## src/ird_defs.svh

```systemverilog
// Register offsets, field positions, reset values and setting limits of the inrush detector
`ifndef IRD_DEFS_SVH
`define IRD_DEFS_SVH

`define IRD_ADDR_W        5
`define IRD_OFS_CTRL      5'h00
`define IRD_OFS_RATIO     5'h04
`define IRD_OFS_SENS      5'h08
`define IRD_OFS_FLAGS     5'h0C
`define IRD_OFS_IRQ_STAT  5'h10
`define IRD_OFS_IRQ_EN    5'h14
`define IRD_OFS_IRQ_CLR   5'h18

`define IRD_CTRL_OP_BIT   0
`define IRD_FLAG_GEN_BIT  3

`define IRD_RATIO_W       6
`define IRD_RATIO_MIN     6'h05
`define IRD_RATIO_MAX     6'h32
`define IRD_RATIO_RST     6'h0F
`define IRD_SENS_W        7
`define IRD_SENS_MIN      7'h14
`define IRD_SENS_MAX      7'h64
`define IRD_SENS_RST      7'h1E
`define IRD_PERCENT       8'h64

`define IRD_RESP_OKAY     2'h0
`define IRD_RESP_SLVERR   2'h2

`endif

```

## src/ird_pkg.sv

```systemverilog
// Types shared by the inrush detector
package ird_pkg;
  typedef enum logic {IRD_OP_OFF, IRD_OP_ON} ird_op_type;
  typedef logic [3:0] ird_flags_type;
endpackage

```

## src/ird_inrush_detector.sv

```systemverilog
// Three-phase second-harmonic inrush detector with AXI4-Lite settings and interrupts
//
// Operation
// - Flag phase when harmonic ratio exceeds setting
// - Suppress flag unless fundamental above sensitivity
// - Each phase decided and flagged independently
// - General flag is OR of phases
// - Disable input holds all flags low
// - Operation off produces no flags
`include "ird_defs.svh"

module ird_inrush_detector
#(
  parameter int MAG_W     = 16,
  parameter int RATED_MAG = 1000
)
(
  // Clock and reset
  input  wire logic                   aclk,
  input  wire logic                   aresetn,
  // AXI4-Lite write address
  input  wire logic [`IRD_ADDR_W-1:0] s_axi_awaddr,
  input  wire logic                   s_axi_awvalid,
  output      logic                   s_axi_awready,
  // AXI4-Lite write data and response
  input  wire logic [31:0]            s_axi_wdata,
  input  wire logic [3:0]             s_axi_wstrb,
  input  wire logic                   s_axi_wvalid,
  output      logic                   s_axi_wready,
  output      logic [1:0]             s_axi_bresp,
  output      logic                   s_axi_bvalid,
  input  wire logic                   s_axi_bready,
  // AXI4-Lite read
  input  wire logic [`IRD_ADDR_W-1:0] s_axi_araddr,
  input  wire logic                   s_axi_arvalid,
  output      logic                   s_axi_arready,
  output      logic [31:0]            s_axi_rdata,
  output      logic [1:0]             s_axi_rresp,
  output      logic                   s_axi_rvalid,
  input  wire logic                   s_axi_rready,
  // Magnitudes from the Fourier stage, phases a, b, c in MAG_W-bit slices 0, 1, 2
  input  wire logic                   sample_valid,
  input  wire logic [3*MAG_W-1:0]     fund_mag,
  input  wire logic [3*MAG_W-1:0]     harm2_mag,
  // User disable
  input  wire logic                   disable_in,
  // Detection outputs
  output      logic [2:0]             phase_inrush,
  output      logic                   general_inrush,
  output      logic                   irq
);
  import ird_pkg::*;

  localparam int PROD_W = MAG_W + 16;

  // Settings and status
  ird_op_type              op_r, op_nxt;
  logic [`IRD_RATIO_W-1:0] ratio_r, ratio_nxt;
  logic [`IRD_SENS_W-1:0]  sens_r, sens_nxt;
  ird_flags_type           flags_r, flags_nxt;
  ird_flags_type           stat_r, stat_nxt;
  ird_flags_type           en_r, en_nxt;
  logic [2:0]              hit;
  logic                    gate_off;

  // Bus state
  logic                    aw_got_r, aw_got_nxt;
  logic                    w_got_r, w_got_nxt;
  logic [`IRD_ADDR_W-1:0]  waddr_r, waddr_nxt;
  logic [31:0]             wdata_r, wdata_nxt;
  logic                    wstrb0_r, wstrb0_nxt;
  logic                    bvalid_r, bvalid_nxt;
  logic [1:0]              bresp_r, bresp_nxt;
  logic                    rvalid_r, rvalid_nxt;
  logic [1:0]              rresp_r, rresp_nxt;
  logic [31:0]             rdata_r, rdata_nxt;
  logic                    do_write;
  ird_flags_type           clr_mask;

  // Per-phase decision: ratio test and sensitivity gate, both division free
  for (genvar p = 0; p < 3; p++)
  begin : g_phase
    logic [PROD_W-1:0] h2_pct, ratio_fund, fund_pct, sens_rated;
    assign h2_pct     = PROD_W'(harm2_mag[p*MAG_W +: MAG_W]) * PROD_W'(`IRD_PERCENT);
    assign ratio_fund = PROD_W'(fund_mag[p*MAG_W +: MAG_W]) * PROD_W'(ratio_r);
    assign fund_pct   = PROD_W'(fund_mag[p*MAG_W +: MAG_W]) * PROD_W'(`IRD_PERCENT);
    assign sens_rated = PROD_W'(sens_r) * PROD_W'(RATED_MAG);
    // Both tests are strict: equality neither detects nor passes the gate
    assign hit[p] = (h2_pct > ratio_fund) && (fund_pct > sens_rated);
  end

  assign gate_off = (op_r == IRD_OP_OFF) || disable_in;

  // Detection flags
  always_comb
  begin
    flags_nxt = flags_r;
    if (gate_off)
    begin
      flags_nxt = '0;
    end
    else if (sample_valid)
    begin
      flags_nxt[2:0] = hit;
    end
    flags_nxt[`IRD_FLAG_GEN_BIT] = |flags_nxt[2:0];
  end

  always_ff @(posedge aclk)
  begin
    if (!aresetn)
    begin
      flags_r <= '0;
    end
    else
    begin
      flags_r <= flags_nxt;
    end
  end

  assign phase_inrush   = flags_r[2:0];
  assign general_inrush = flags_r[`IRD_FLAG_GEN_BIT];

  // Write channel: address and data accepted in either order
  assign s_axi_awready = !aw_got_r && !bvalid_r;
  assign s_axi_wready  = !w_got_r && !bvalid_r;
  assign s_axi_bvalid  = bvalid_r;
  assign s_axi_bresp   = bresp_r;
  assign do_write      = aw_got_r && w_got_r && !bvalid_r;

  always_comb
  begin
    aw_got_nxt = aw_got_r;
    w_got_nxt  = w_got_r;
    waddr_nxt  = waddr_r;
    wdata_nxt  = wdata_r;
    wstrb0_nxt = wstrb0_r;
    bvalid_nxt = bvalid_r;
    bresp_nxt  = bresp_r;
    if (s_axi_awvalid && s_axi_awready)
    begin
      aw_got_nxt = 1'b1;
      waddr_nxt  = s_axi_awaddr;
    end
    if (s_axi_wvalid && s_axi_wready)
    begin
      w_got_nxt  = 1'b1;
      wdata_nxt  = s_axi_wdata;
      wstrb0_nxt = s_axi_wstrb[0];
    end
    if (do_write)
    begin
      aw_got_nxt = 1'b0;
      w_got_nxt  = 1'b0;
      bvalid_nxt = 1'b1;
      unique case (waddr_r)
        `IRD_OFS_CTRL, `IRD_OFS_RATIO, `IRD_OFS_SENS,
        `IRD_OFS_IRQ_EN, `IRD_OFS_IRQ_CLR: bresp_nxt = `IRD_RESP_OKAY;
        default:                           bresp_nxt = `IRD_RESP_SLVERR;
      endcase
    end
    else if (bvalid_r && s_axi_bready)
    begin
      bvalid_nxt = 1'b0;
    end
  end

  // Settings and interrupt registers; settings whose low data byte is out of range are clamped
  always_comb
  begin
    op_nxt    = op_r;
    ratio_nxt = ratio_r;
    sens_nxt  = sens_r;
    en_nxt    = en_r;
    clr_mask  = '0;
    if (do_write && wstrb0_r)
    begin
      unique case (waddr_r)
        `IRD_OFS_CTRL:
          op_nxt = wdata_r[`IRD_CTRL_OP_BIT] ? IRD_OP_ON : IRD_OP_OFF;
        `IRD_OFS_RATIO:
          if (wdata_r[7:0] < 8'(`IRD_RATIO_MIN))
            ratio_nxt = `IRD_RATIO_MIN;
          else if (wdata_r[7:0] > 8'(`IRD_RATIO_MAX))
            ratio_nxt = `IRD_RATIO_MAX;
          else
            ratio_nxt = wdata_r[`IRD_RATIO_W-1:0];
        `IRD_OFS_SENS:
          if (wdata_r[7:0] < 8'(`IRD_SENS_MIN))
            sens_nxt = `IRD_SENS_MIN;
          else if (wdata_r[7:0] > 8'(`IRD_SENS_MAX))
            sens_nxt = `IRD_SENS_MAX;
          else
            sens_nxt = wdata_r[`IRD_SENS_W-1:0];
        `IRD_OFS_IRQ_EN:  en_nxt   = wdata_r[3:0];
        `IRD_OFS_IRQ_CLR: clr_mask = wdata_r[3:0];
        default:          ;
      endcase
    end
    // A rising flag in the clearing cycle survives the clear
    stat_nxt = (stat_r & ~clr_mask) | (flags_nxt & ~flags_r);
  end

  assign irq = |(stat_r & en_r);

  // Read channel: answer one cycle after the address is taken
  assign s_axi_arready = !rvalid_r;
  assign s_axi_rvalid  = rvalid_r;
  assign s_axi_rdata   = rdata_r;
  assign s_axi_rresp   = rresp_r;

  always_comb
  begin
    rvalid_nxt = rvalid_r;
    rdata_nxt  = rdata_r;
    rresp_nxt  = rresp_r;
    if (s_axi_arvalid && s_axi_arready)
    begin
      rvalid_nxt = 1'b1;
      rresp_nxt  = `IRD_RESP_OKAY;
      unique case (s_axi_araddr)
        `IRD_OFS_CTRL:     rdata_nxt = {31'h0, op_r == IRD_OP_ON};
        `IRD_OFS_RATIO:    rdata_nxt = {26'h0, ratio_r};
        `IRD_OFS_SENS:     rdata_nxt = {25'h0, sens_r};
        `IRD_OFS_FLAGS:    rdata_nxt = {28'h0, flags_r};
        `IRD_OFS_IRQ_STAT: rdata_nxt = {28'h0, stat_r};
        `IRD_OFS_IRQ_EN:   rdata_nxt = {28'h0, en_r};
        `IRD_OFS_IRQ_CLR:  rdata_nxt = 32'h0;
        default:
        begin
          rdata_nxt = 32'h0;
          rresp_nxt = `IRD_RESP_SLVERR;
        end
      endcase
    end
    else if (rvalid_r && s_axi_rready)
    begin
      rvalid_nxt = 1'b0;
    end
  end

  always_ff @(posedge aclk)
  begin
    if (!aresetn)
    begin
      op_r     <= IRD_OP_ON;
      ratio_r  <= `IRD_RATIO_RST;
      sens_r   <= `IRD_SENS_RST;
      en_r     <= '0;
      stat_r   <= '0;
      aw_got_r <= 1'b0;
      w_got_r  <= 1'b0;
      waddr_r  <= '0;
      wdata_r  <= 32'h0;
      wstrb0_r <= 1'b0;
      bvalid_r <= 1'b0;
      bresp_r  <= `IRD_RESP_OKAY;
      rvalid_r <= 1'b0;
      rdata_r  <= 32'h0;
      rresp_r  <= `IRD_RESP_OKAY;
    end
    else
    begin
      op_r     <= op_nxt;
      ratio_r  <= ratio_nxt;
      sens_r   <= sens_nxt;
      en_r     <= en_nxt;
      stat_r   <= stat_nxt;
      aw_got_r <= aw_got_nxt;
      w_got_r  <= w_got_nxt;
      waddr_r  <= waddr_nxt;
      wdata_r  <= wdata_nxt;
      wstrb0_r <= wstrb0_nxt;
      bvalid_r <= bvalid_nxt;
      bresp_r  <= bresp_nxt;
      rvalid_r <= rvalid_nxt;
      rdata_r  <= rdata_nxt;
      rresp_r  <= rresp_nxt;
    end
  end
endmodule // ird_inrush_detector

```

## config.mk

```make
export PLATFORM = sky130hd
export DESIGN_NAME = ird_inrush_detector
export DESIGN_NICKNAME = d
export VERILOG_FILES = /design/src/ird_pkg.sv /design/src/ird_inrush_detector.sv
export VERILOG_INCLUDE_DIRS = /design/src
export SDC_FILE = /design/constraint.sdc
export NUM_CORES = 1
export LEC_CHECK = 0
export ABC_CLOCK_PERIOD_IN_PS = 11500
export BUFFER_PORTS_ARGS = -buffer_cell sky130_fd_sc_hd__buf_2
export CORE_MARGIN = 2
export CORE_UTILIZATION = 25
export CTS_CLUSTER_SIZE = 24
export DETAILED_ROUTE_END_ITERATION = 10
export PLACE_DENSITY = 0.46
export SLEW_MARGIN = 10
export SYNTH_ARGS = -nofsm -noshare
export SYNTH_HDL_FRONTEND = slang
export SYNTH_SLANG_ARGS = --single-unit
export TNS_END_PERCENT = 50
```

## constraint.sdc

```tcl
create_clock -name aclk -period 11.5 [get_ports aclk]
set_clock_uncertainty 0.2 [all_clocks]
set_input_delay 1.725 -clock aclk [delete_from_list [all_inputs] [get_ports aclk]]
set_output_delay 1.725 -clock aclk [all_outputs]
set_load 0.01 [all_outputs]
```

## Yosys cells after proc, flatten, opt, wreduce, memory -nomap -nowiden

Index checks and enable logic that the tools add are counted.

- Input port bits: 151
- Register bits: 80
- Logic and storage cells: 101

- Multiply operators: 10
- Equality and inequality tests: 10
- Reduce and logical (&&, ||, !) cells: 31
- Magnitude comparators: 10
- Bitwise operators: 8
- Multiplexer cells: 16

Operators by type and width:

| kind | count |
|---|---|
| 16-bit by 5-bit multiplier with 21-bit output (second input constant) | 6 |
| 23-bit by 17-bit > comparator with 1-bit output | 3 |
| 23-bit by 22-bit > comparator with 1-bit output | 3 |
| 16-bit by 6-bit multiplier with 22-bit output | 3 |
| 7-bit one-hot mux with 6 select lines | 1 |
| 5-bit == test (second input constant) | 5 |
| 5-bit by 4-bit == test with 1-bit output (second input constant) | 3 |
| 7-bit by 7-bit multiplier with 14-bit output (second input constant) | 1 |
| 7-bit two-way mux | 2 |
| 1-bit logical AND | 13 |
| 4-bit AND | 3 |
| 6-bit two-way mux | 2 |
| 5-bit by 3-bit == test with 1-bit output (second input constant) | 2 |
| 5-bit zero test | 2 |
| 8-bit by 6-bit > comparator with 1-bit output (second input constant) | 1 |
| 8-bit by 7-bit > comparator with 1-bit output (second input constant) | 1 |
| 8-bit by 3-bit less-than comparator with 1-bit output (second input constant) | 1 |
| 8-bit by 5-bit less-than comparator with 1-bit output (second input constant) | 1 |
| 4-bit two-way mux | 2 |
| 4-bit inverter | 2 |
| 2-bit AND reduction | 4 |
| 7-bit OR reduction | 1 |
| 3-bit two-way mux | 2 |
| 1-bit two-way mux | 5 |
| other kinds (10) | 16 |

## Logic depth before layout (Yosys ltp)

Gate-level depths: netlist of the first run.

- Depth in word-level cells: 8
- Depth in mapped cells: 30
- Depth with buffers taken out: 29

## Worst setup path after synthesis of the first run

OpenSTA, ideal clock, no wires.

- Path kind: input-to-reg
- Start: input port fund_mag[19]
- End: register stat_r[3]
- Slack: 4.222 ns
- Required time: 11.163 ns
- Arrival time: 6.941 ns
- Stages on the path: 24
- Library setup time: 0.137 ns
- Cells stage by stage: and2_1 -> fa_1 -> inv_1 -> fa_1 -> fa_1 -> inv_1 -> ha_1 -> a21oi_1 -> o21bai_1 -> a2111oi_0 -> nor3_1 -> a41o_1 -> o41a_1 -> a41oi_1 -> nand2b_1 -> xnor2_1 -> ha_1 -> a21o_1 -> a211oi_1 -> o21ai_0 -> a21oi_1 -> o21ai_0 -> o221ai_1 -> a31oi_1

- Cells in the longest elaborated chain, start to end: 8
- Elaborated cells on any way between the ends: 10
- Classes of those cells: mul: 2; order compare: 2; mux: 2; bitwise: 2; reduce/logical: 2

Ends and longest elaborated chain:

| element | RTL line | RTL |
|---|---|---|
| from (decl) | ird_inrush_detector.sv:43 | `input wire logic [3*MAG_W-1:0] fund_mag,` |
| 16-bit by 6-bit multiplier with 22-bit output / 16-bit by 5-bit multiplier with 21-bit output (equally long branches) | ird_inrush_detector.sv:85, ird_inrush_detector.sv:86 |  |
| 23-bit by 22-bit > comparator with 1-bit output / 23-bit by 17-bit > comparator with 1-bit output (equally long branches) | ird_inrush_detector.sv:89 | `assign hit[p] = (h2_pct > ratio_fund) && (fund_pct > sens_rated);` |
| 1-bit logical AND * | ird_inrush_detector.sv:89 |  |
| 3-bit two-way mux * | ird_inrush_detector.sv:102 | `else if (sample_valid)` |
| 3-bit two-way mux * | ird_inrush_detector.sv:98 | `if (gate_off)` |
| 3-bit OR reduction * | ird_inrush_detector.sv:106 | `` flags_nxt[`IRD_FLAG_GEN_BIT] = \|flags_nxt[2:0]; `` |
| 4-bit AND * | ird_inrush_detector.sv:201 | `stat_nxt = (stat_r & ~clr_mask) \| (flags_nxt & ~flags_r);` |
| 4-bit OR * | ird_inrush_detector.sv:201 |  |
| to (signal assigned) | ird_inrush_detector.sv:268 | `stat_r <= stat_nxt;` |
| to (decl) | ird_inrush_detector.sv:61 | `ird_flags_type stat_r, stat_nxt;` |

Every way passes the cells marked *; elsewhere a longest branch is shown, timed or not.
A chain may end at the register's enable or synchronous reset.

## Worst setup path in the final report of the first run

Ends and elaborated chain as after synthesis.

==> run summary, run 1 <==
Largest family of logic cells by synthesized area: adder cells
Port-buffer cells: 142
Synthesized area: 0.0241 mm2
Die area: 0.0988 mm2
Routed WL: 58.2 mm
CP top delay family: compound AO/OA/AOI/OAI gates
Routed len/inst: 13.5 um
Commonest cells in the netlist: inv_1 (642), ha_1 (539), fa_1 (255), and2_1 (203), nor2_1 (173)
Routed wl met2: 26.8 mm
Met3 WL post-DR: 1.48 mm
Crit Path Class: in2reg
Status: completed
Max_slew headroom: 0.421
Area of the core: 0.0953 mm2
Top post-synthesis cells by area: ha_1 (28%), fa_1 (21%), inv_1 (10%)
Crit path largest cell delay: 740 ps
Most frequent cell after synthesis: inv_1
First-pass GRT wire length: 98.6 mm
WP buf/inv: 3
Mux cell area share after synthesis: 0.00805
Setup TNS: 0 ps
Clk pin slew, worst setup/hold paths: 80 ps
Ports: 197
HP Class: reg2reg
Yosys reg bits: 53
Pwr Total: 2.93 mW
Area growth syn-to-layout: 9.37%
Final Hold Viols: 0
GRT Residual Overflow: 0
Clock root buffer: clkbuf_16
Initial Util: 0.253
Chip height: 314 um
Gr usage total: 0.120
Critical path's slowest cell: o221ai_1
1st-iter DRT viols: 722
Vias in the first global route: 19,200
Top layer in use: met5
Maxcap violations: 0
Final max-slew violation count: 0
Worst Setup Start Kind: input port
Crit path capture type: register
Clock sinks: 53
Worst-path fanout max: 9
Layout cells sized above 1: 0.0601
Via Count: 18,900
Fmax achieved: 0.120 GHz
Setup Buffers After CTS: 0
Die Wd: 314 um
Post-synth top area share: 0.280
Period utilisation layout: 0.726
DRC: 0
Synth unique cells: 81
CP Depth: 26
H-tree Lvls: 2
Multi-input logic area: 0.0203 mm2
Drt via density: 4.39
Register area share after synthesis: 0.0441
Largest net degree at the start of global routing: 50
DRT Pass-1 Iters: 5
Synth Area in Simple Gates: 0.161
Post-Syn Instances: 2,935
LEAKAGE: 14.1 nW
Wl on met1: 29.6 mm
Worst hold path depth: 2
Fillers: 10,500
Arr. time, crit path: 8300 ps
Final Setup Violations: 0
Synth Area per Inst: 8.20 um2
Initial antenna violation count: 5
Maximum vdd drop: 0.0594 mV
Pwr dens: 111 mW/mm2
Synth area leader: ha_1
Data required time at the worst endpoint: 11,450 ps
Number of synthesized flops with an enable pin: 0
Max clock buf depth: 2
Worst reg-to-reg path cell count: 25
FF+latch area: 0.00107 mm2
Net count of the finished layout: 3,990
Routability cong.: 0.776
Complex-gate fraction of the synthesized area: 0.132
Post-CTS sizing: 0
Post-Synth Adder-Cell Area: 0.492
Dpl hpwl: 50.2 mm
Row cnt: 113
Final core utilization: 0.276
CTS tree: done
# hold bufs at CTS: 0
Transition time of the tightest slew-check pin: 856 ps
Worst-Skew Late Latency: 300 ps
Most used cell, CP: a21oi_1
Clock period minus worst slack: 8350 ps
Antenna-violating nets left: 0
FFs w/ async S/R, synth: 0
Most used DFF post-synth: dfxtp_1
Unrepaired setup endpoints after global routing: no
Syn. warnings: 0
Post-Synth XOR/XNOR Area: 0.0469
Total CTS buffers: 5
cells by family (layout without fill, tap and decap cells):
logic type	Yosys count	count (layout)
adders and majority gates	794	794
and+or+nand+nor	745	745
buffers and inverters	715	800
AOI/OAI and AO/OA	479	479
xor gates and xnor gates	129	129
DFF	53	53
muxes	19	19
other	1	30
state kept, by name, summed over array words and instances (netlist names):
| register | flops |
|---|---|
| wdata_r | 8 |
| s_axi_rdata | 7 |
| sens_r | 7 |
| ratio_r | 6 |
| waddr_r | 5 |
| en_r | 4 |
| flags_r | 4 |
| stat_r | 4 |
| aw_got_r | 1 |
| op_r | 1 |
| s_axi_bresp | 1 |
| s_axi_bvalid | 1 |
| s_axi_rresp | 1 |
| s_axi_rvalid | 1 |
| w_got_r | 1 |
| wstrb0_r | 1 |
power breakdown:
| group | switching [mW] | leakage, nW | internal (mW) |
|---|---|---|---|
| logic | 1.39 | 13.6 | 1.15 |
| registers | 0.0146 | 0.433 | 0.195 |
| clock network | 0.0732 | 0.0811 | 0.103 |
area by class of cell:
type,instances,share of cell area
Multi-Input combinational cell,2193,0.772
Inverter,642,0.0915
Tap cell,1265,0.0601
Sequential cell,53,0.0405
Timing Repair Buffer,150,0.0293
Clock buffer,6,0.00489
Clock inverter,2,0.00147
Antenna cell,3,0.000285
metrics by stage:
stage          hold WS, ps  instance area, um2  instances  setup slack, ps
2_1_floorplan          244               24200       2961             4220
3_3_place_gp           256               26200       4303             2760
3_5_place_dp           260               26200       4303             2730
4_1_cts                270               26300       4311             3060
5_1_grt                311               26300       4311             2670
6_report               268               26300       4314             3150
worst min-delay path, stage by stage (launching register included):
cell and delay (ps):
dfxtp_1 310, nand2_1 50, a21boi_0 60
layer usage:
metal / vias up / track usage
li1: 9773 / -
met1: 8954 / 0.174
met2: 187 / 0.202
met3: 19 / 0.00863
met4: 4 / 0.00909
met5: - / 0
layout by cell type, fill, tap and decap left out, types with 9 or more instances in the layout:
| master | synthesis | layout |
|---|---|---|
| a21o_1 | 54 | 54 |
| nand4_1 | 21 | 21 |
| nand2b_1 | 27 | 27 |
| or3_1 | 10 | 10 |
| xnor2_1 | 80 | 80 |
| nand3_1 | 37 | 37 |
| ha_1 | 539 | 539 |
| nor3_1 | 41 | 41 |
| o21ai_1 | 24 | 24 |
| o21bai_1 | 14 | 14 |
| and2_1 | 203 | 203 |
| a31oi_1 | 18 | 18 |
| a21oi_1 | 132 | 132 |
| dfxtp_1 | 53 | 49 |
| nor2_1 | 173 | 173 |
| inv_1 | 642 | 642 |
| nor2b_1 | 47 | 47 |
| nand2_1 | 125 | 125 |
| buf_2 | 0 | 142 |
| o211a_1 | 9 | 9 |
| conb_1 | 1 | 27 |
| a211oi_1 | 16 | 16 |
| and3_1 | 14 | 14 |
| a21boi_0 | 15 | 15 |
| o21a_1 | 26 | 26 |
| mux2i_1 | 16 | 16 |
| o21ai_0 | 65 | 65 |
| xor2_1 | 49 | 49 |
| fa_1 | 255 | 255 |
| o211ai_1 | 15 | 15 |
path summary, 6_finish.rpt:
kind | from | endpoint | slack [ps]
worst max register to register | ratio_r[4] | stat_r[3] | 3660
worst min-delay path | s_axi_rdata[0] | s_axi_rdata[0] | 270
worst max-delay path | fund_mag[19] | stat_r[3] | 3150
worst min register to register | s_axi_rdata[0] | s_axi_rdata[0] | 270
No activity file was read; power rests on OpenSTA's default activity.
==> inputs of run 2 (changes only) <==
--- a/config.mk
+++ b/config.mk
@@ -6,13 +6,13 @@
 export SDC_FILE = /design/constraint.sdc
 export NUM_CORES = 1
 export LEC_CHECK = 0
-export ABC_CLOCK_PERIOD_IN_PS = 11500
+export ABC_CLOCK_PERIOD_IN_PS = 6900
 export BUFFER_PORTS_ARGS = -buffer_cell sky130_fd_sc_hd__buf_2
 export CORE_MARGIN = 2
 export CORE_UTILIZATION = 25
 export CTS_CLUSTER_SIZE = 24
 export DETAILED_ROUTE_END_ITERATION = 10
-export PLACE_DENSITY = 0.46
+export PLACE_DENSITY = 0.47
 export SLEW_MARGIN = 10
 export SYNTH_ARGS = -nofsm -noshare
 export SYNTH_HDL_FRONTEND = slang
==> constraint.sdc (replaced) <==
create_clock -name aclk -period 6.9 [get_ports aclk]
set_clock_uncertainty 0.2 [all_clocks]
set_input_delay 1.035 -clock aclk [delete_from_list [all_inputs] [get_ports aclk]]
set_output_delay 1.035 -clock aclk [all_outputs]
set_load 0.01 [all_outputs]
==> run 2 against run 1 <==
Net effect:
- final cell count rose by 4.8%
- power up 90%
- sequential power up 67%
- via count is 4.1% higher
- largest cell class unchanged
- critical path depth is 4 higher
- combinational power up 95%
- global-route usage is 0.20 points higher
- sequential share of layout area down 0.32 points
- highest routed layer unchanged
- worst hold slack gained 1.7 ps
==> run summary, run 2 (synthesis gave the netlist of run 1 again) <==
Part of the power in registers: 0.063 (-0.009)
Clock sinks: 53 (unchanged)
Initial Util: 0.253 (unchanged)
Row cnt: 113 (unchanged)
Unrepaired setup endpoints after global routing: yes
Setup TNS: 0 ps (unchanged)
Pwr Total: 5.56 mW (+90%)
DRC: 0 (unchanged)
Dpl hpwl: 52.9 mm (+5.3%)
H-tree Lvls: 2 (unchanged)
Worst hold path depth: 2 (unchanged)
Max_slew headroom: 0.454 (+0.0328)
Total CTS buffers: 5 (unchanged)
Worst reg-to-reg path cell count: 26 (+4.0%)
Critical path's slowest cell: fa_1
Status: completed
Hold_sp: s_axi_rdata[0]
Die area: 0.0988 mm2 (unchanged)
DRT Pass-1 Iters: 6 (+1)
Antenna-violating nets left: 0 (unchanged)
Layout cells sized above 1: 0.148 (+0.0877)
Worst-Skew Late Latency: 310 ps (about the same)
Crit path capture type: register
Worst Setup Start Kind: input port
Net count of the finished layout: 4,198 (+5.2%)
Max clock buf depth: 2 (unchanged)
HP Class: reg2reg
Fmax achieved: 0.149 GHz
Final Hold Viols: 0 (unchanged)
Most frequent cells in the layout: inv_1 (637), ha_1 (526), fa_1 (253)
Clock period minus worst slack: 6690 ps
1st-iter DRT viols: 626 (-13%)
Switching share of power: 0.489 (-0.0159)
Hold path endpoint: s_axi_rdata[0]
Arr. time, crit path: 6680 ps (-1620 ps)
Worst R2R Start: sens_r[0]
Transition time of the tightest slew-check pin: 807 ps (-48.5 ps)
Die Wd: 314 um (unchanged)
R2r endpoint: stat_r[2]
Routed WL: 60.2 mm (+3.4%)
Crit Path Class: in2reg
Power Internal: 2.84 mW (+96%)
Routability cong.: 0.812 (+4.6%)
Ports: 197 (unchanged)
Maximum vdd drop: 0.142 mV (+140%)
Hold slack: 270 ps (+1.69 ps)
Clk pin slew, worst setup/hold paths: 80 ps (about the same)
Register with the most flip-flops: wdata_r
Via Count: 19,700 (+4.1%)
Clock root buffer: clkbuf_16
Worst-path fanout max: 5 (-4)
Vias in the first global route: 19,700 (+2.8%)
Pwr dens: 194 mW/mm2 (+75%)
Final Setup Violations: 0 (unchanged)
Crit path largest cell delay: 540 ps (-200 ps)
Maxcap violations: 0 (unchanged)
Area of the core: 0.0953 mm2 (unchanged)
Data required time at the worst endpoint: 6890 ps (-4560 ps)
GRT Residual Overflow: 0 (unchanged)
Multi-input logic area: 0.0209 mm2 (+2.8%)
FF+latch area: 0.00107 mm2 (+0.12%)
Commonest non-fill, non-tap cell in the layout: inv_1
Largest net degree at the start of global routing: 50 (unchanged)
Port-buffer cells: 142 (unchanged)
Gr usage total: 0.122 (+0.00203)
Net Sw Power: 2.72 mW (+84%)
R2R Setup Slk: 330 ps (-3330 ps)
Period utilisation layout: 0.970
LEAKAGE: 15.3 nW (+8.0%)
Area growth syn-to-layout: 18.8%
Drt via density: 4.36 (-0.66%)
Initial antenna violation count: 7 (+2)
First-pass GRT wire length: 100 mm (+1.3%)
Fillers: 10,300 (-1.9%)
Combinational power share: 0.890 (+0.022)
Clock Power Share: 0.047 (-0.013)
Routed len/inst: 13.3 um (-1.4%)
Max FFs per register: 8 (unchanged)
Final max-slew violation count: 0 (unchanged)
Most used cell, CP: buf_4
CTS tree: done
Chip height: 314 um (unchanged)
run 2: worst max-delay path: cells and delay by family:
| family | cells | cell delay [ps] |
|---|---|---|
| fa+ha+maj | 5 | 2200 |
| xor+xnor | 1 | 160 |
| compound gates | 12 | 1830 |
| buf+inv | 9 | 1100 |
| simple gates | 3 | 340 |
run 2: how the worst max path moves through the flow:
stage / startpoint / endpoint / slack [ps] / depth (start not counted)
final: fund_mag[21] / stat_r[3] / 210 / 30
after CTS: fund_mag[3] / stat_r[3] / 20 / 29
after detailed placement: fund_mag[3] / stat_r[0] / -440 / 30
after floorplan: fund_mag[19] / stat_r[3] / 310 / 24
after global placement: fund_mag[3] / stat_r[0] / -510 / 30
after global routing: sens_r[0] / stat_r[3] / -60 / 28
run 2: power by group through the flow:
stage / logic [mW] / clock network (mW) / registers (mW)
2_1_floorplan: 3.36 / 0 / 0.347
3_3_place_gp: 4.61 / 0 / 0.357
3_5_place_dp: 4.61 / 0 / 0.356
4_1_cts: 4.67 / 0.273 / 0.350
5_1_grt: 5.69 / 0.282 / 0.353
6_report: 4.95 / 0.260 / 0.350
run 2: routing by layer:
| layer | track usage | up-vias | share of wire |
|---|---|---|---|
| li1 | - | 10200 | - |
| met1 | 0.175 | 9306 | 0.50 |
| met3 | 0.00922 | 24 | 0.028 |
| met4 | 0.00779 | 8 | 0.0053 |
| met5 | 0 | - | 0.00066 |
| met2 | 0.208 | 185 | 0.46 |
run 2: layout make-up:
cell class,instances,area share
clock buffer,5,0.00438
inverter,642,0.0844
tap,1265,0.0554
timing repair buffer,358,0.0867
multi-input combinational,2193,0.731
clock inverter,3,0.000744
antenna,3,0.000263
sequential,53,0.0373
run 2: repair_timing:
item                       in CTS  in global routing
resized for setup               9                104
setup endpoints to repair       6                  8
pin swaps                       2                 90
buffers inserted                1                  6
hold buffers                    0                  0
run 2: through the flow:
| step | setup slack (ps) | util | cells | cell area [um2] |
|---|---|---|---|---|
| floorplan | 312 | - | 2961 | 24200 |
| global placement | -513 | 0.292 | 4505 | 27800 |
| detailed placement | -442 | 0.292 | 4505 | 27800 |
| CTS | 16.8 | 0.294 | 4514 | 28000 |
| global route | -61.1 | 0.300 | 4520 | 28600 |
| finish | 207 | 0.300 | 4522 | 28600 |
==> inputs of run 3 (changes only) <==
--- a/config.mk
+++ b/config.mk
@@ -8,11 +8,13 @@
 export LEC_CHECK = 0
 export ABC_CLOCK_PERIOD_IN_PS = 6900
 export BUFFER_PORTS_ARGS = -buffer_cell sky130_fd_sc_hd__buf_2
+export CORE_ASPECT_RATIO = 1.1
 export CORE_MARGIN = 2
 export CORE_UTILIZATION = 25
 export CTS_CLUSTER_SIZE = 24
 export DETAILED_ROUTE_END_ITERATION = 10
 export PLACE_DENSITY = 0.47
+export SKIP_CTS_REPAIR_TIMING = 1
 export SLEW_MARGIN = 10
 export SYNTH_ARGS = -nofsm -noshare
 export SYNTH_HDL_FRONTEND = slang
==> run 3 against run 2 <==
Net effect:
- clock power down 3%
- wire length down 2.3%
- critical path type unchanged
- worst hold slack about the same
- largest cell class unchanged
- sequential share of layout area about the same
- highest routed layer unchanged
==> run summary, run 3 (synthesis gave the netlist of run 1 again) <==
Status: completed
Worst R2R Start: sens_r[2]
Worst hold path depth: 2 (unchanged)
Commonest non-fill, non-tap cell in the layout: inv_1
Port-buffer cells: 142 (unchanged)
Drt via density: 4.37 (+0.10%)
Die area: 0.0988 mm2 (about the same)
Final max-slew violation count: 0 (unchanged)
Worst-Skew Late Latency: 290 ps (-20 ps)
WP buf/inv: 6 (-3)
Layout cells sized above 1: 0.147 (-0.000913)
Worst reg-to-reg path cell count: 26 (unchanged)
Unrepaired setup endpoints after global routing: yes
LEAKAGE: 15.2 nW (-0.27%)
Arr. time, crit path: 6650 ps (-30 ps)
DRT Pass-1 Iters: 5 (-1)
Fillers: 10,400 (+0.51%)
Hold path endpoint: wstrb0_r
Total CTS buffers: 5 (unchanged)
1st-iter DRT viols: 659 (+5.3%)
Maximum vdd drop: 0.148 mV (+4.6%)
Final Hold Viols: 0 (unchanged)
Clock sinks: 53 (unchanged)
Initial antenna violation count: 12 (+5)
Routed WL: 58.8 mm (-2.3%)
Clk pin slew, worst setup/hold paths: 70 ps (about the same)
Gr usage total: 0.120 (-0.00247)
Crit path largest cell delay: 550 ps (about the same)
Net count of the finished layout: 4,192 (-0.14%)
Max clock buf depth: 2 (unchanged)
Worst Setup Start Kind: input port
CTS tree: done
Ports: 197 (unchanged)
HP Class: reg2reg
Fmax achieved: 0.150 GHz (+0.40%)
Register with the most flip-flops: wdata_r
Crit path capture type: register
Clock root buffer: clkbuf_16
Chip height: 329 um (+4.8%)
H-tree Lvls: 2 (unchanged)
GRT Residual Overflow: 0 (unchanged)
Dpl hpwl: 51.6 mm (-2.4%)
DRC: 0 (unchanged)
Routed len/inst: 13.0 um (-2.2%)
Crit Path Class: in2reg
Data required time at the worst endpoint: 6880 ps (about the same)
Vias in the first global route: 20,100 (+1.9%)
Setup ws final: 233 ps (+26.4 ps)
Via Count: 19,700 (+0.081%)
Antenna-violating nets left: 0 (unchanged)
Non-filler cells, final: 4,521 (-0.022%)
Area of the core: 0.0956 mm2 (+0.31%)
R2r endpoint: stat_r[2]
Hold_sp: wstrb0_r
Routability cong.: 0.796 (-1.9%)
Initial Util: 0.252 (-0.000781)
Most frequent cells in the layout: inv_1 (635), ha_1 (524), fa_1 (251)
Period utilisation layout: 0.966 (-0.00383)
Final Setup Violations: 0 (unchanged)
Area growth syn-to-layout: 18.4%
Maxcap violations: 0 (unchanged)
CP top delay family: adder cells
Largest net degree at the start of global routing: 50 (unchanged)
R2R Setup Slk: 360 ps (+30 ps)
Pwr dens: 196 mW/mm2 (+0.73%)
Transition time of the tightest slew-check pin: 753 ps (-54.3 ps)
Row cnt: 119 (+5.3%)
Max_slew headroom: 0.498 (+0.0438)
Critical path's slowest cell: fa_1
Clock period minus worst slack: 6670 ps (-26.4 ps)
Worst-path fanout max: 3 (-2)
Die Wd: 300 um (-4.6%)
Max FFs per register: 8 (unchanged)
Pwr Total: 5.58 mW (+0.46%)
Cells after DPL: 4,498 (-0.16%)
First-pass GRT wire length: 99.0 mm (-0.99%)
Setup WS pre-CTS: -474 ps (-32.0 ps)
==> run 3: cell type report <==
cell class	count	area (um2)	share of cell area
diodes	4	10.0	0.000351
clock buffers	7	143	0.00500
inverters	642	2410	0.0845
multi-input cells	2193	20900	0.734
flip-flops and latches	53	1070	0.0374
well taps	1270	1590	0.0557
repair buffers	352	2380	0.0835
==> run 3: worst max path at each step <==
stage	cells past startpoint	slack (ps)	end	startpoint
6_report	29	230	stat_r[2]	fund_mag[36]
5_1_grt	32	-50	stat_r[2]	fund_mag[35]
4_1_cts	27	-190	stat_r[3]	fund_mag[19]
3_5_place_dp	27	-470	stat_r[3]	fund_mag[19]
3_3_place_gp	27	-480	stat_r[3]	fund_mag[19]
2_1_floorplan	24	310	stat_r[3]	fund_mag[19]
==> run 3: per-layer routing <==
layer	wire length, um	vias to the layer above	global-route usage
met3	1520	27	0.0115
met2	28100	203	0.211
met1	29000	9314	0.163
met5	37	-	0
met4	259	6	0.00902
li1	-	10200	-
==> run 3: worst min-delay path, stage by stage (launching register included) <==
cell	delay [ps]
dfxtp_1	310
nand2_1	50
a21boi_0	60
==> run 3: power by group <==
part | total, mW | switching [mW] | leakage [nW] | internal, mW
sequential | 0.351 | 0.0255 | 0.432 | 0.325
combinational | 4.98 | 2.56 | 14.7 | 2.42
clock | 0.252 | 0.109 | 0.0700 | 0.143
total | 5.58 | 2.70 | 15.2 | 2.89
==> run 3: per-stage QoR <==
stage	hold slack (ps)	TNS, ps	area, um2	utilization
after CTS	274	-841	27800	0.291
final	269	0	28500	0.298
after floorplan	244	0	24200	-
after global routing	309	-72.0	28500	0.298
after detailed placement	265	-2790	27700	0.290
after global placement	256	-2950	27700	0.290
